### src/logic/spi_error_and_register_logic_params.svh
// Offsets, field positions, reset values and rate counts of the serial port
// How it works
// - Master sees its select input low: declare a mode fault.
// - Mode fault clears master select and port D direction bits 2..5, requests interrupt.
// - Data write during a transfer sets write collision; shifter and transfer untouched.
// - Write collision is detected in master and in slave mode.
// - Master transfer runs from data write until the complete flag sets.
// - Slave phase 0: busy while select is low, even after completion.
// - Slave phase 0: complete flag and buffer load at eighth sampling edge.
// - Slave phase 1: busy from first active clock edge until complete flag.
// - Interrupt request on complete or fault, gated by enable and processor mask.
// - System enable hands port D bits 2..5 to the serial port.
// - Master with direction bit 5 set: select pin is a general output.
// - Open drain select turns every port D output into open drain.
// - Master select bit: 0 slave, 1 master.
// - Idle master holds serial clock at the polarity level.
// - Rate select divides the clock by 2, 4, 16, 32 in master only.
// - Complete flag set per byte; cleared by status read then data access.
// - Data writes ignored while complete flag set until status was read.
// - Write collision cleared by status read then data access.
// - Mode fault cleared by status read then control write.
// - Status bit 5 and bits 3..0 read zero.
// - Only a master data write starts a byte; both ends flag completion.
// - Data reads return the receive buffer; overrun keeps the older byte.
// - Phase 0 slave writing data while select low gets a collision.
// - Direction bit 5 set disables mode fault detection.
`ifndef SPI_ERROR_AND_REGISTER_LOGIC_PARAMS_SVH
`define SPI_ERROR_AND_REGISTER_LOGIC_PARAMS_SVH
`define ADDR_CONTROL 8'h00
`define ADDR_STATUS 8'h04
`define ADDR_DATA 8'h08
`define ADDR_DIRECTION 8'h0C
`define CONTROL_RESET 8'h00
`define DIRECTION_RESET 4'h0
`define PORT_INTERRUPT_ENABLE 7
`define PORT_SYSTEM_ENABLE 6
`define OPEN_DRAIN_SELECT 5
`define MASTER_SELECT 4
`define CLOCK_POLARITY 3
`define CLOCK_PHASE 2
`define TRANSFER_COMPLETE_FLAG 7
`define WRITE_COLLISION_FLAG 6
`define MODE_FAULT_FLAG 4
`define GP_LEVEL_BIT 0
`define HALF_DIV2 5'h01
`define HALF_DIV4 5'h02
`define HALF_DIV16 5'h08
`define HALF_DIV32 5'h10
`define LAST_EDGE 5'h0F
`endif

### src/logic/spi_error_and_register_logic_pkg.sv
// Types shared by the serial port logic
package spi_error_and_register_logic_pkg;
  typedef enum logic {m_idle, m_run} master_state_t;
  typedef logic [7:0] byte_t;
endpackage

### src/logic/spi_error_and_register_logic.sv
// Serial port registers, shift engine and error detection behind an APB slave
//
// Design decisions made here: the APB interface to the registers and the placing of the registers.
`timescale 1ns/10ps
`include "spi_error_and_register_logic_params.svh"
module spi_error_and_register_logic (
  input wire logic core_clk,
  input wire logic resetn,
  input wire logic psel,
  input wire logic penable,
  input wire logic pwrite,
  input wire logic [7:0] paddr,
  input wire logic [31:0] pwdata,
  output logic [31:0] prdata,
  output logic pready,
  output logic pslverr,
  input wire logic irq_mask_bit,
  output logic irq_request,
  input wire logic miso_in,
  output logic miso_out,
  output logic miso_oe,
  input wire logic mosi_in,
  output logic mosi_out,
  output logic mosi_oe,
  input wire logic sck_in,
  output logic sck_out,
  output logic sck_oe,
  input wire logic ss_n_in,
  output logic ss_n_out,
  output logic ss_n_oe
);
  import spi_error_and_register_logic_pkg::*;

  // ==========================================================
  // Pin input filtering
  logic [3:0] pin_raw;
  logic [3:0] sync1;
  logic [3:0] sync2;
  logic [3:0] sync3;
  logic [3:0] pin_f;
  assign pin_raw = {ss_n_in, sck_in, mosi_in, miso_in};
  genvar gi;
  generate
    for (gi = 0; gi < 4; gi++) begin : g_sync
      // Level only moves once two late stages agree, so one glitch never counts
      always_ff @(posedge core_clk) begin
        if (!resetn) begin
          sync1[gi] <= 1'b1;
          sync2[gi] <= 1'b1;
          sync3[gi] <= 1'b1;
          pin_f[gi] <= 1'b1;
        end else begin
          sync1[gi] <= pin_raw[gi];
          sync2[gi] <= sync1[gi];
          sync3[gi] <= sync2[gi];
          if (sync2[gi] == sync3[gi]) begin
            pin_f[gi] <= sync3[gi];
          end
        end
      end
    end
  endgenerate
  logic miso_f, mosi_f, sck_f, ss_n_f, sck_prev;

  assign miso_f = pin_f[0];
  assign mosi_f = pin_f[1];
  assign sck_f = pin_f[2];
  assign ss_n_f = pin_f[3];

  // ==========================================================
  // Register state and decode
  byte_t ctl;
  logic [5:2] port_d_direction;
  logic gp_level;
  byte_t shifter, rx_buffer;
  logic tcf, write_collision_flag, mode_fault_flag;
  logic arm_tcf, arm_write_collision_flag, arm_mode_fault_flag;
  logic port_interrupt_enable, port_system_enable, open_drain_select;
  logic master_select, clock_polarity, clock_phase;
  logic [1:0] rate_select;
  assign port_interrupt_enable = ctl[`PORT_INTERRUPT_ENABLE];
  assign port_system_enable = ctl[`PORT_SYSTEM_ENABLE];
  assign open_drain_select = ctl[`OPEN_DRAIN_SELECT];
  assign master_select = ctl[`MASTER_SELECT];
  assign clock_polarity = ctl[`CLOCK_POLARITY];
  assign clock_phase = ctl[`CLOCK_PHASE];
  assign rate_select = ctl[1:0];

  logic acc, wr, rd, ctl_wr, dir_wr, stat_rd, data_wr, data_rd, data_acc;
  assign acc = psel & penable;
  assign wr = acc & pwrite;
  assign rd = acc & ~pwrite;
  assign ctl_wr = wr & (paddr == `ADDR_CONTROL);
  assign dir_wr = wr & (paddr == `ADDR_DIRECTION);
  assign stat_rd = rd & (paddr == `ADDR_STATUS);
  assign data_wr = wr & (paddr == `ADDR_DATA);
  assign data_rd = rd & (paddr == `ADDR_DATA);
  assign data_acc = data_wr | data_rd;

  // ==========================================================
  // Mode, fault and busy terms
  logic is_master, is_slave, mode_fault, busy, slave_act, load;
  master_state_t mstate;
  assign is_master = port_system_enable & master_select;
  assign is_slave = port_system_enable & ~master_select;
  // fault detect, inhibited by direction bit 5
  assign mode_fault = is_master & ~port_d_direction[5] & ~ss_n_f;
  assign busy = (mstate == m_run) |
                (is_slave & (clock_phase ? slave_act : ~ss_n_f));
  // blocked until status read; collision never loads
  assign load = data_wr & ~busy & (~tcf | arm_tcf);

  // ==========================================================
  // APB slave, zero wait, error on unmapped offsets
  logic mapped;
  assign mapped = (paddr == `ADDR_CONTROL) | (paddr == `ADDR_STATUS) |
                  (paddr == `ADDR_DATA) | (paddr == `ADDR_DIRECTION);
  // Read data formed in setup so it is a flop at the access edge
  always_ff @(posedge core_clk) begin
    if (!resetn) begin
      prdata <= 32'h0000_0000;
      pready <= 1'b0;
      pslverr <= 1'b0;
    end else begin
      pready <= 1'b1;
      if (psel & ~penable) begin
        pslverr <= ~mapped;
        unique case (paddr)
          `ADDR_CONTROL: prdata <= {24'h00_0000, ctl};
          `ADDR_STATUS: prdata <= {24'h00_0000, tcf, write_collision_flag, 1'b0, mode_fault_flag, 4'h0};
          `ADDR_DATA: prdata <= {24'h00_0000, rx_buffer};
          `ADDR_DIRECTION: prdata <= {24'h00_0000, 2'b00, port_d_direction, 1'b0, gp_level};
          default: prdata <= 32'h0000_0000;
        endcase
      end
    end
  end

  // Control register; a fault overrides a write in the same cycle
  always_ff @(posedge core_clk) begin
    if (!resetn) begin
      ctl <= `CONTROL_RESET;
    end else if (mode_fault) begin
      ctl[`MASTER_SELECT] <= 1'b0;
    end else if (ctl_wr) begin
      ctl <= pwdata[7:0];
    end
  end

  // Port D direction bits of the serial pins plus select pin level
  always_ff @(posedge core_clk) begin
    if (!resetn) begin
      port_d_direction <= `DIRECTION_RESET;
      gp_level <= 1'b0;
    end else if (mode_fault) begin
      port_d_direction <= 4'h0;
    end else if (dir_wr) begin
      port_d_direction <= pwdata[5:2];
      gp_level <= pwdata[`GP_LEVEL_BIT];
    end
  end

  // ==========================================================
  // Master clock generator
  logic [4:0] half, div_cnt, edge_cnt;
  logic sck_lvl, m_edge;
  always_comb begin
    unique case (rate_select)
      2'b00: half = `HALF_DIV2;
      2'b01: half = `HALF_DIV4;
      2'b10: half = `HALF_DIV16;
      2'b11: half = `HALF_DIV32;
    endcase
  end
  assign m_edge = (mstate == m_run) & (div_cnt == half - 5'h01);

  // a master data write starts the byte
  always_ff @(posedge core_clk) begin
    if (!resetn) begin
      mstate <= m_idle;
      div_cnt <= 5'h00;
      edge_cnt <= 5'h00;
      sck_lvl <= 1'b0;
    end else begin
      unique case (mstate)
        m_idle: begin
          sck_lvl <= clock_polarity;
          div_cnt <= 5'h00;
          edge_cnt <= 5'h00;
          if (load & is_master) begin
            mstate <= m_run;
          end
        end
        m_run: begin
          if (!is_master) begin
            mstate <= m_idle;
          end else if (m_edge) begin
            div_cnt <= 5'h00;
            sck_lvl <= ~sck_lvl;
            edge_cnt <= edge_cnt + 5'h01;
            if (edge_cnt == `LAST_EDGE) begin
              mstate <= m_idle;
            end
          end else begin
            div_cnt <= div_cnt + 5'h01;
          end
        end
      endcase
    end
  end

  // ==========================================================
  // Shift engine shared by both modes
  logic s_lead, s_trail, lead, trail, samp_ev, shift_ev, samp_bit, byte_done;
  logic rx_bit;
  logic [2:0] bit_cnt;
  logic sel_ok;
  assign sel_ok = is_slave & ~ss_n_f;
  assign s_lead = sel_ok & (sck_f != sck_prev) & (sck_f != clock_polarity);
  assign s_trail = sel_ok & (sck_f != sck_prev) & (sck_f == clock_polarity);
  assign lead = is_master ? (m_edge & ~edge_cnt[0]) : s_lead;
  assign trail = is_master ? (m_edge & edge_cnt[0]) : s_trail;
  assign samp_bit = is_master ? miso_f : mosi_f;
  // phase 0 samples on leading edges, phase 1 on trailing
  assign samp_ev = clock_phase ? trail : lead;
  assign shift_ev = clock_phase ? (lead & (bit_cnt != 3'h0)) : trail;
  assign byte_done = samp_ev & (bit_cnt == 3'h7);

  // eight bits, msb first, both lines together
  always_ff @(posedge core_clk) begin
    if (!resetn) begin
      shifter <= 8'h00;
      rx_bit <= 1'b0;
      bit_cnt <= 3'h0;
      sck_prev <= 1'b1;
    end else begin
      sck_prev <= sck_f;
      if (load) begin
        shifter <= pwdata[7:0];
        bit_cnt <= 3'h0;
      end else if (is_slave & ss_n_f & ~clock_phase) begin
        bit_cnt <= 3'h0;
      end else begin
        if (samp_ev) begin
          rx_bit <= samp_bit;
          bit_cnt <= bit_cnt + 3'h1;
        end
        if (shift_ev) begin
          shifter <= {shifter[6:0], rx_bit};
        end
      end
    end
  end

  // phase 1 slave active from first edge to completion
  always_ff @(posedge core_clk) begin
    if (!resetn) begin
      slave_act <= 1'b0;
    end else if (!is_slave | byte_done) begin
      slave_act <= 1'b0;
    end else if (s_lead & (bit_cnt == 3'h0)) begin
      slave_act <= 1'b1;
    end
  end

  // overrun keeps the unread byte; new one is lost
  always_ff @(posedge core_clk) begin
    if (!resetn) begin
      rx_buffer <= 8'h00;
    end else if (byte_done & ~tcf) begin
      rx_buffer <= {shifter[6:0], samp_bit};
    end
  end

  // ==========================================================
  // Status flags; a set always beats a clear in the same cycle
  logic tcf_set;
  // master completes at last edge, slave at last sample
  assign tcf_set = is_master ? (m_edge & (edge_cnt == `LAST_EDGE)) : (is_slave & byte_done);
  always_ff @(posedge core_clk) begin
    if (!resetn) begin
      tcf <= 1'b0;
      arm_tcf <= 1'b0;
    end else if (tcf_set) begin
      tcf <= 1'b1;
      arm_tcf <= 1'b0;
    end else if (data_acc & arm_tcf) begin
      tcf <= 1'b0;
      arm_tcf <= 1'b0;
    end else if (stat_rd & tcf) begin
      arm_tcf <= 1'b1;
    end
  end

  always_ff @(posedge core_clk) begin
    if (!resetn) begin
      write_collision_flag <= 1'b0;
      arm_write_collision_flag <= 1'b0;
    end else if (data_wr & busy) begin
      write_collision_flag <= 1'b1;
      arm_write_collision_flag <= 1'b0;
    end else if (data_acc & arm_write_collision_flag) begin
      write_collision_flag <= 1'b0;
      arm_write_collision_flag <= 1'b0;
    end else if (stat_rd & write_collision_flag) begin
      arm_write_collision_flag <= 1'b1;
    end
  end

  always_ff @(posedge core_clk) begin
    if (!resetn) begin
      mode_fault_flag <= 1'b0;
      arm_mode_fault_flag <= 1'b0;
    end else if (mode_fault) begin
      mode_fault_flag <= 1'b1;
      arm_mode_fault_flag <= 1'b0;
    end else if (ctl_wr & arm_mode_fault_flag) begin
      mode_fault_flag <= 1'b0;
      arm_mode_fault_flag <= 1'b0;
    end else if (stat_rd & mode_fault_flag) begin
      arm_mode_fault_flag <= 1'b1;
    end
  end

  // enable and processor mask gate the request
  always_ff @(posedge core_clk) begin
    if (!resetn) begin
      irq_request <= 1'b0;
    end else begin
      irq_request <= port_interrupt_enable & ~irq_mask_bit & (tcf | mode_fault_flag);
    end
  end

  // ==========================================================
  // Pin drivers; open drain only ever drives low
  logic m_sck;
  assign m_sck = (mstate == m_run) ? sck_lvl : clock_polarity;
  always_ff @(posedge core_clk) begin
    if (!resetn) begin
      sck_out <= 1'b0;
      sck_oe <= 1'b0;
      mosi_out <= 1'b0;
      mosi_oe <= 1'b0;
      miso_out <= 1'b0;
      miso_oe <= 1'b0;
      ss_n_out <= 1'b0;
      ss_n_oe <= 1'b0;
    end else begin
      sck_out <= m_sck;
      mosi_out <= shifter[7];
      miso_out <= shifter[7];
      ss_n_out <= gp_level;
      // enabled pins, open drain releases ones
      sck_oe <= is_master & port_d_direction[4] & (~open_drain_select | ~m_sck);
      mosi_oe <= is_master & port_d_direction[3] & (~open_drain_select | ~shifter[7]);
      miso_oe <= sel_ok & port_d_direction[2] & (~open_drain_select | ~shifter[7]);
      ss_n_oe <= is_master & port_d_direction[5] & (~open_drain_select | ~gp_level);
    end
  end
endmodule // spi_error_and_register_logic

### config.mk
export PLATFORM = sky130hd
export DESIGN_NAME = spi_error_and_register_logic
export DESIGN_NICKNAME = d
export VERILOG_FILES = /design/src/logic/spi_error_and_register_logic_pkg.sv /design/src/logic/spi_error_and_register_logic.sv
export VERILOG_INCLUDE_DIRS = /design/src /design/src/logic
export SDC_FILE = /design/constraint.sdc
export NUM_CORES = 1
export LEC_CHECK = 0
export BUFFER_PORTS_ARGS = -buffer_cell sky130_fd_sc_hd__buf_4
export CAP_MARGIN = 20
export CORE_ASPECT_RATIO = 0.75
export CORE_UTILIZATION = 58
export CTS_BUF_LIST = sky130_fd_sc_hd__clkbuf_16
export CTS_CLUSTER_DIAMETER = 150
export DETAILED_ROUTE_END_ITERATION = 7
export PLACE_DENSITY = 0.95
export SLEW_MARGIN = 5
export SYNTH_ARGS = -nofsm -noshare
export SYNTH_HDL_FRONTEND = slang
export SYNTH_SLANG_ARGS = --single-unit
### constraint.sdc
create_clock -name core_clk -period 7 [get_ports core_clk]
set_clock_uncertainty 0.1 [all_clocks]
set_input_delay 1.05 -clock core_clk [delete_from_list [all_inputs] [get_ports core_clk]]
set_output_delay 1.05 -clock core_clk [all_outputs]
set_load 0.1 [all_outputs]
## Word level (Yosys, flattened, before mapping)

Index checks and enable logic that the tools add are counted.

- Logic and storage cells: 205
- Flip-flop bits (word level): 111

- Mux-type cells: 34
- Reductions and logical operators: 20
- Bitwise gates (word level): 81
- Add/subtract/negate cells: 4
- Equal/unequal tests: 19

Operators by type and width:

| kind | count |
|---|---|
| AND 1 bit | 49 |
| one-hot mux 8 bit (4 select lines) | 1 |
| 2-to-1 mux 8 bit | 3 |
| 2-to-1 mux 1 bit | 21 |
| NOT 1 bit | 21 |
| 2-to-1 mux 5 bit | 4 |
| one-hot mux 5 bit (2 select lines) | 2 |
| one-hot mux 5 bit (4 select lines) | 1 |
| equality test 8 x 4 -> 1 bit, second input constant | 2 |
| OR reduction 3 bit | 4 |
| bitwise OR 1 bit | 11 |
| adder 5 x 1 -> 5 bit, second input constant | 2 |
| equality test 8 x 3 -> 1 bit, second input constant | 1 |
| zero test 8 bit | 1 |
| AND reduction 2 bit | 4 |
| nonzero test 2 bit | 4 |
| equality test 1 bit | 5 |
| equality test 5 x 4 -> 1 bit, second input constant | 1 |
| equality test 5 bit | 1 |
| subtractor 5 x 1 -> 5 bit, second input constant | 1 |
| equality test 2 bit, second input constant | 2 |
| != test 2 bit, second input constant | 2 |
| one-hot mux 1 bit (2 select lines) | 2 |
| OR reduction 2 bit | 2 |
| 10 further kinds | 11 |

## Logic depth before layout (Yosys ltp)

- Depth in word-level cells: 12
- Mapped depth: 9
- Depth with buffers taken out: 8

## Worst setup path after synthesis

Ideal clock, no wire load.

- Kind: input port to flip-flop
- Start point: in paddr[7]
- End point: reg shifter[7]
- Arrival: 2,510 ps
- Buffers on the path: 1
- Path slack: 4,258 ps
- Setup time: 131 ps
- Stages on the path: 7
- Cell sequence: nor4_2 -> nand3b_1 -> or4_1 -> clkbuf_1 -> nor2b_1 -> mux2i_1 -> o21ai_0

- Longest elaborated chain between the ends: 6
- Elaborated cells between the ends (all ways): 8
- Classes of those cells: eq/ne: 2; mux: 1; bitwise: 3; reduce/logical: 2

RTL lines:

| what | line | text |
|---|---|---|
| start, declared | spi_error_and_register_logic.sv:12 | `input wire logic [7:0] paddr,` |
| equality test 8 x 4 -> 1 bit (*) | -- |  |
| AND 1 bit (*) | spi_error_and_register_logic.sv:96 | `` assign data_wr = wr & (paddr == `ADDR_DATA); `` |
| AND 1 bit (*) (2 in a row) | spi_error_and_register_logic.sv:111 | `assign load = data_wr & ~busy & (~tcf \| arm_tcf);` |
| != test 2 bit (no source line) or nonzero test 2 bit (tied branches) | -- |  |
| AND reduction 2 bit (no source line) | -- |  |
| end signal, assigned | spi_error_and_register_logic.sv:239 | `shifter <= pwdata[7:0];` |
| end signal, assigned | spi_error_and_register_logic.sv:249 | `shifter <= {shifter[6:0], rx_bit};` |
| end, declared | spi_error_and_register_logic.sv:75 | `byte_t shifter, rx_buffer;` |

Every way passes the cells marked *; elsewhere a longest branch is shown, timed or not.
A chain may end at the register's enable or synchronous reset.

## Worst setup path after layout

- Start point: reg ctl[0]
- End point: reg shifter[0]

- Longest elaborated chain between the ends: 11
- Elaborated cells between the ends (all ways): 16
- Classes of those cells: add/sub: 1; eq/ne: 4; mux: 4; bitwise: 4; reduce/logical: 3

RTL lines:

| what | line | text |
|---|---|---|
| start, declared | spi_error_and_register_logic.sv:72 | `byte_t ctl;` |
| start signal, assigned | spi_error_and_register_logic.sv:142 | `` ctl <= `CONTROL_RESET; `` |
| start signal, assigned | spi_error_and_register_logic.sv:146 | `ctl <= pwdata[7:0];` |
| equality test 2 bit, or another cell as far along | spi_error_and_register_logic.sv:168 | `unique case (rate_select)` |
| one-hot mux 5 bit (4 select lines) (*) | spi_error_and_register_logic.sv:168 |  |
| subtractor 5 x 1 -> 5 bit (*) | spi_error_and_register_logic.sv:175 | `assign m_edge = (mstate == m_run) & (div_cnt == half - 5'h01);` |
| equality test 5 bit (*) | spi_error_and_register_logic.sv:175 |  |
| AND 1 bit (*) | spi_error_and_register_logic.sv:175 |  |
| AND 1 bit | spi_error_and_register_logic.sv:221 | `assign lead = is_master ? (m_edge & ~edge_cnt[0]) : s_lead;` |
| 2-to-1 mux 1 bit | spi_error_and_register_logic.sv:221 |  |
| AND 1 bit | spi_error_and_register_logic.sv:226 | `assign shift_ev = clock_phase ? (lead & (bit_cnt != 3'h0)) : trail;` |
| 2-to-1 mux 1 bit (*) | spi_error_and_register_logic.sv:226 |  |
| nonzero test 2 bit (no source line) (*) | -- |  |
| AND reduction 2 bit (no source line) (*) | -- |  |

Every way passes the cells marked *; elsewhere a longest branch is shown, timed or not. The select of a mux whose other input is x is not followed.

==> flow_metrics.py <==
metrics = {
    "floorplan": {
        "initial_utilization_pct": 61.70,
        "core-area_um2": 6475,
        "die_h_um": 73.88,
        "die_x_um": 97.84,
        "row_count": 25,
        "ioPinCount": 93,
        "die_area_um2": 7228,
    },
    "place": {
        "port_buffers": 44,
        "dp_hpwl_mm": 6.213,
        "gp_congestion": 0.8334,
        "placedInstanceArea_um2": 4229,
    },
    "pwr": {
        "peakVddDrop_mv": 0.1375,
        "p_leak_nw": 1.822,
        "pwr-share-clk_pct": 42.2,
        "cellPowerDensity_nw_per_um2": 228.8,
        "internal_power_w": 0.0007536,
        "pwr-share-comb_pct": 9.2,
        "switchingPower_w": 0.0002763,
        "swShare_pct": 26.82,
        "power_frac_seq_pct": 48.6,
    },
    "worst_setup_path": {
        "critical_path.startpoint_type": "register",
        "crit_arrival_ns": 3.48,
        "crit_fanout": 11,
        "cp_slowest_cell": "nor3_2",
        "cp-end-kind": "register",
        "path_cells": "or2_2 > ha_1 > xnor2_1 > or3_1 > nor3_2 > a22o_1 > mux2i_1 > o21ai_1",
        "criticalPathCategory": "reg2reg",
        "critPathMaxStageDelay_ns": 0.63,
        "required_ns": 7.09,
    },
    "timing": {
        "relSlewSlack_pct": 46.24,
        "hold_viol_final": 0,
        "slew_violations": 0,
        "fin_crit_sh_pct": 48.29,
        "fin_crit_ns": 3.380,
        "setup_violations": 0,
        "fmax_ghz": 0.2958,
        "totalNegativeSetupSlack_ns": 0,
        "rsz0062_at_grt": "no",
        "tightest_slew_ns": 0.8054,
    },
    "flow_run": {
        "drv_cap": 0,
    },
    "cts": {
        "root_buffer": "clkbuf_16",
        "holdBufCountCts": 0,
        "cts_buffers": 9,
        "htreeDepth": 3,
        "cts_sinks": 87,
        "cts_resized": 0,
        "tritoncts": "built",
        "clk_pin_slew_ns": 0.06,
        "cts_setup_buffers": 0,
        "cts_max_path_buffers": 2,
        "insertion_delay_ns": 0.34,
    },
    "synth": {
        "synth.distinct_cells": 52,
        "synthesis.instances": 446,
        "synth.cell_area_um2": 3995,
        "ys_warn_count": 0,
        "avgSynthCellArea_um2": 8.958,
        "seq_area_frac_synth_pct": 43.60,
        "synth-edff-count": 0,
        "synth-seq-cells": 87,
        "yosys_most_used_dff": "dfxtp_1",
        "async_flop_share_pct": 0,
    },
    "finish": {
        "final_cell_mix": "dfxtp_1 (87), nor2_1 (51), nand2_1 (46), buf_4 (44), mux2i_1 (42)",
        "layout-drive-gt1-share_pct": 14.52,
        "layout.nets": 534,
        "final_core_util_pct": 69.51,
        "stdcell_area_um2": 4501,
        "antenna_cells": 0,
        "area_delta_synth_final_pct": 12.65,
        "layout_commonest_cell": "dfxtp_1",
        "n_fill_cell": 456,
    },
    "grt": {
        "grt_pass1_wl_mm": 14.07,
        "grt_pass1_vias": 2967,
        "antenna_found_initial": 0,
        "grt_max_degree": 54,
        "overflow": 0,
        "grt_usage_pct": 25.32,
    },
    "min_path": {
        "hold_class": "reg2reg",
    },
    "route": {
        "wl_mm": 8.735,
        "wl_per_cell_um": 15.52,
        "initialDrtViolationCount": 403,
        "first_pass_iters": 8,
        "ant_nets": 0,
        "vias": 3232,
        "drc": 14,
        "vias_per_cell": 5.741,
    },
    "outcome": {
        "violations": "design-rule violations",
        "status": "finished, violations left",
    },
}
state kept, by name, summed over array words and instances, names as in the netlist, 3 cells and up:
signal	cells
sync2	4
rx_buffer	8
ctl	8
sync1	4
sync3	4
div_cnt	5
bit_cnt	3
prdata	8
shifter	8
port_d_direction	4
edge_cnt	5
kinds of logic after synthesis:
logic type | count (synthesis) | synth area share [%]
other | 1 | 0.09387
muxes | 46 | 11.93
xor gates and xnor gates | 11 | 2.411
buffers and inverters | 55 | 7.861
adders and majority gates | 7 | 2.192
and+or+nand+nor | 178 | 21.80
AOI/OAI and AO/OA | 61 | 10.12
DFF | 87 | 43.60
layout make-up:
class / instances / area, um^2 / area share (%)
inverters: 8 / 30.03 / 0.6672
repair buffers: 44 / 330.3 / 7.339
well taps: 81 / 101.3 / 2.252
multi-input cells: 327 / 2026 / 45.01
clock buffers: 9 / 225.2 / 5.004
flip-flops and latches: 87 / 1742 / 38.70
clock inverters: 7 / 46.29 / 1.029
metal layers:
layer,GRT usage [%],share of wire (%),vias to the layer above
met5,0,0,-
met4,7.912,1.5,0
met3,7.707,8.4,16
met2,42.64,47,175
met1,31.42,42,1516
li1,-,-,1525
stage by stage:
stage / hold slack [ns] / power [W] / setup WS (ns) / std cells
after floorplan: 0.2863 / 0.0005982 / 4.258 / 469
after global placement: 0.2895 / 0.0006039 / 3.743 / 547
after detailed placement: 0.3008 / 0.0006050 / 3.696 / 547
after CTS: 0.3171 / 0.001033 / 3.644 / 563
after global routing: 0.3259 / 0.001056 / 3.479 / 563
final: 0.3129 / 0.001030 / 3.620 / 563
synth_stat cells (all sizes together) (2+ instances only):
master / count / share of area (%)
a22o: 2 / 0.44
a21oi: 10 / 1.3
nor4: 2 / 0.47
buf: 31 / 5.6
ha: 7 / 2.2
o21a: 2 / 0.38
nor2: 51 / 4.8
and3: 4 / 0.63
o21ai: 22 / 2.8
or2: 3 / 0.47
xnor2: 6 / 1.3
a21boi: 3 / 0.56
a22oi: 7 / 1.3
nand3b: 2 / 0.38
nand4: 3 / 0.47
nor3: 8 / 1.1
mux2i: 42 / 11
inv: 8 / 0.75
nor3b: 3 / 0.56
o211ai: 2 / 0.38
or4: 2 / 0.38
clkbuf: 16 / 1.5
nand2: 46 / 4.3
or3: 2 / 0.31
nand3: 11 / 1.4
xor2: 5 / 1.1
mux2: 3 / 0.85
a211oi: 3 / 0.56
nor2b: 14 / 2.2
and2: 3 / 0.47
nand2b: 22 / 3.4
dfxtp: 87 / 44
power groups by stage:
| stage | logic [W] | registers (W) | clock network (W) |
|---|---|---|---|
| after floorplan | 0.0000824 | 0.000516 | 0 |
| after global placement | 0.0000929 | 0.000511 | 0 |
| after detailed placement | 0.0000938 | 0.000511 | 0 |
| after CTS | 0.0000940 | 0.000500 | 0.000439 |
| after global routing | 0.0000980 | 0.000500 | 0.000457 |
| final | 0.0000948 | 0.000500 | 0.000435 |
critical path, delay by kind of cell, from the launching register on:
| family | cells | cell delay (ns) |
|---|---|---|
| mux | 1 | 0.26 |
| fa+ha+maj | 1 | 0.31 |
| xor+xnor | 1 | 0.12 |
| flops | 1 | 0.38 |
| compound gates | 2 | 0.69 |
| simple gates | 3 | 1.37 |
final timing paths:
kind                            depth (start not counted)         end  startpoint  slack, ns
worst max register to register                          8  shifter[0]      ctl[0]       3.62
worst min-delay path                                    1    sync2[1]    sync1[1]       0.31
worst min register to register                          1    sync2[1]    sync1[1]       0.31
worst max-delay path                                    8  shifter[0]      ctl[0]       3.62
(Power assumes the default switching activity.)
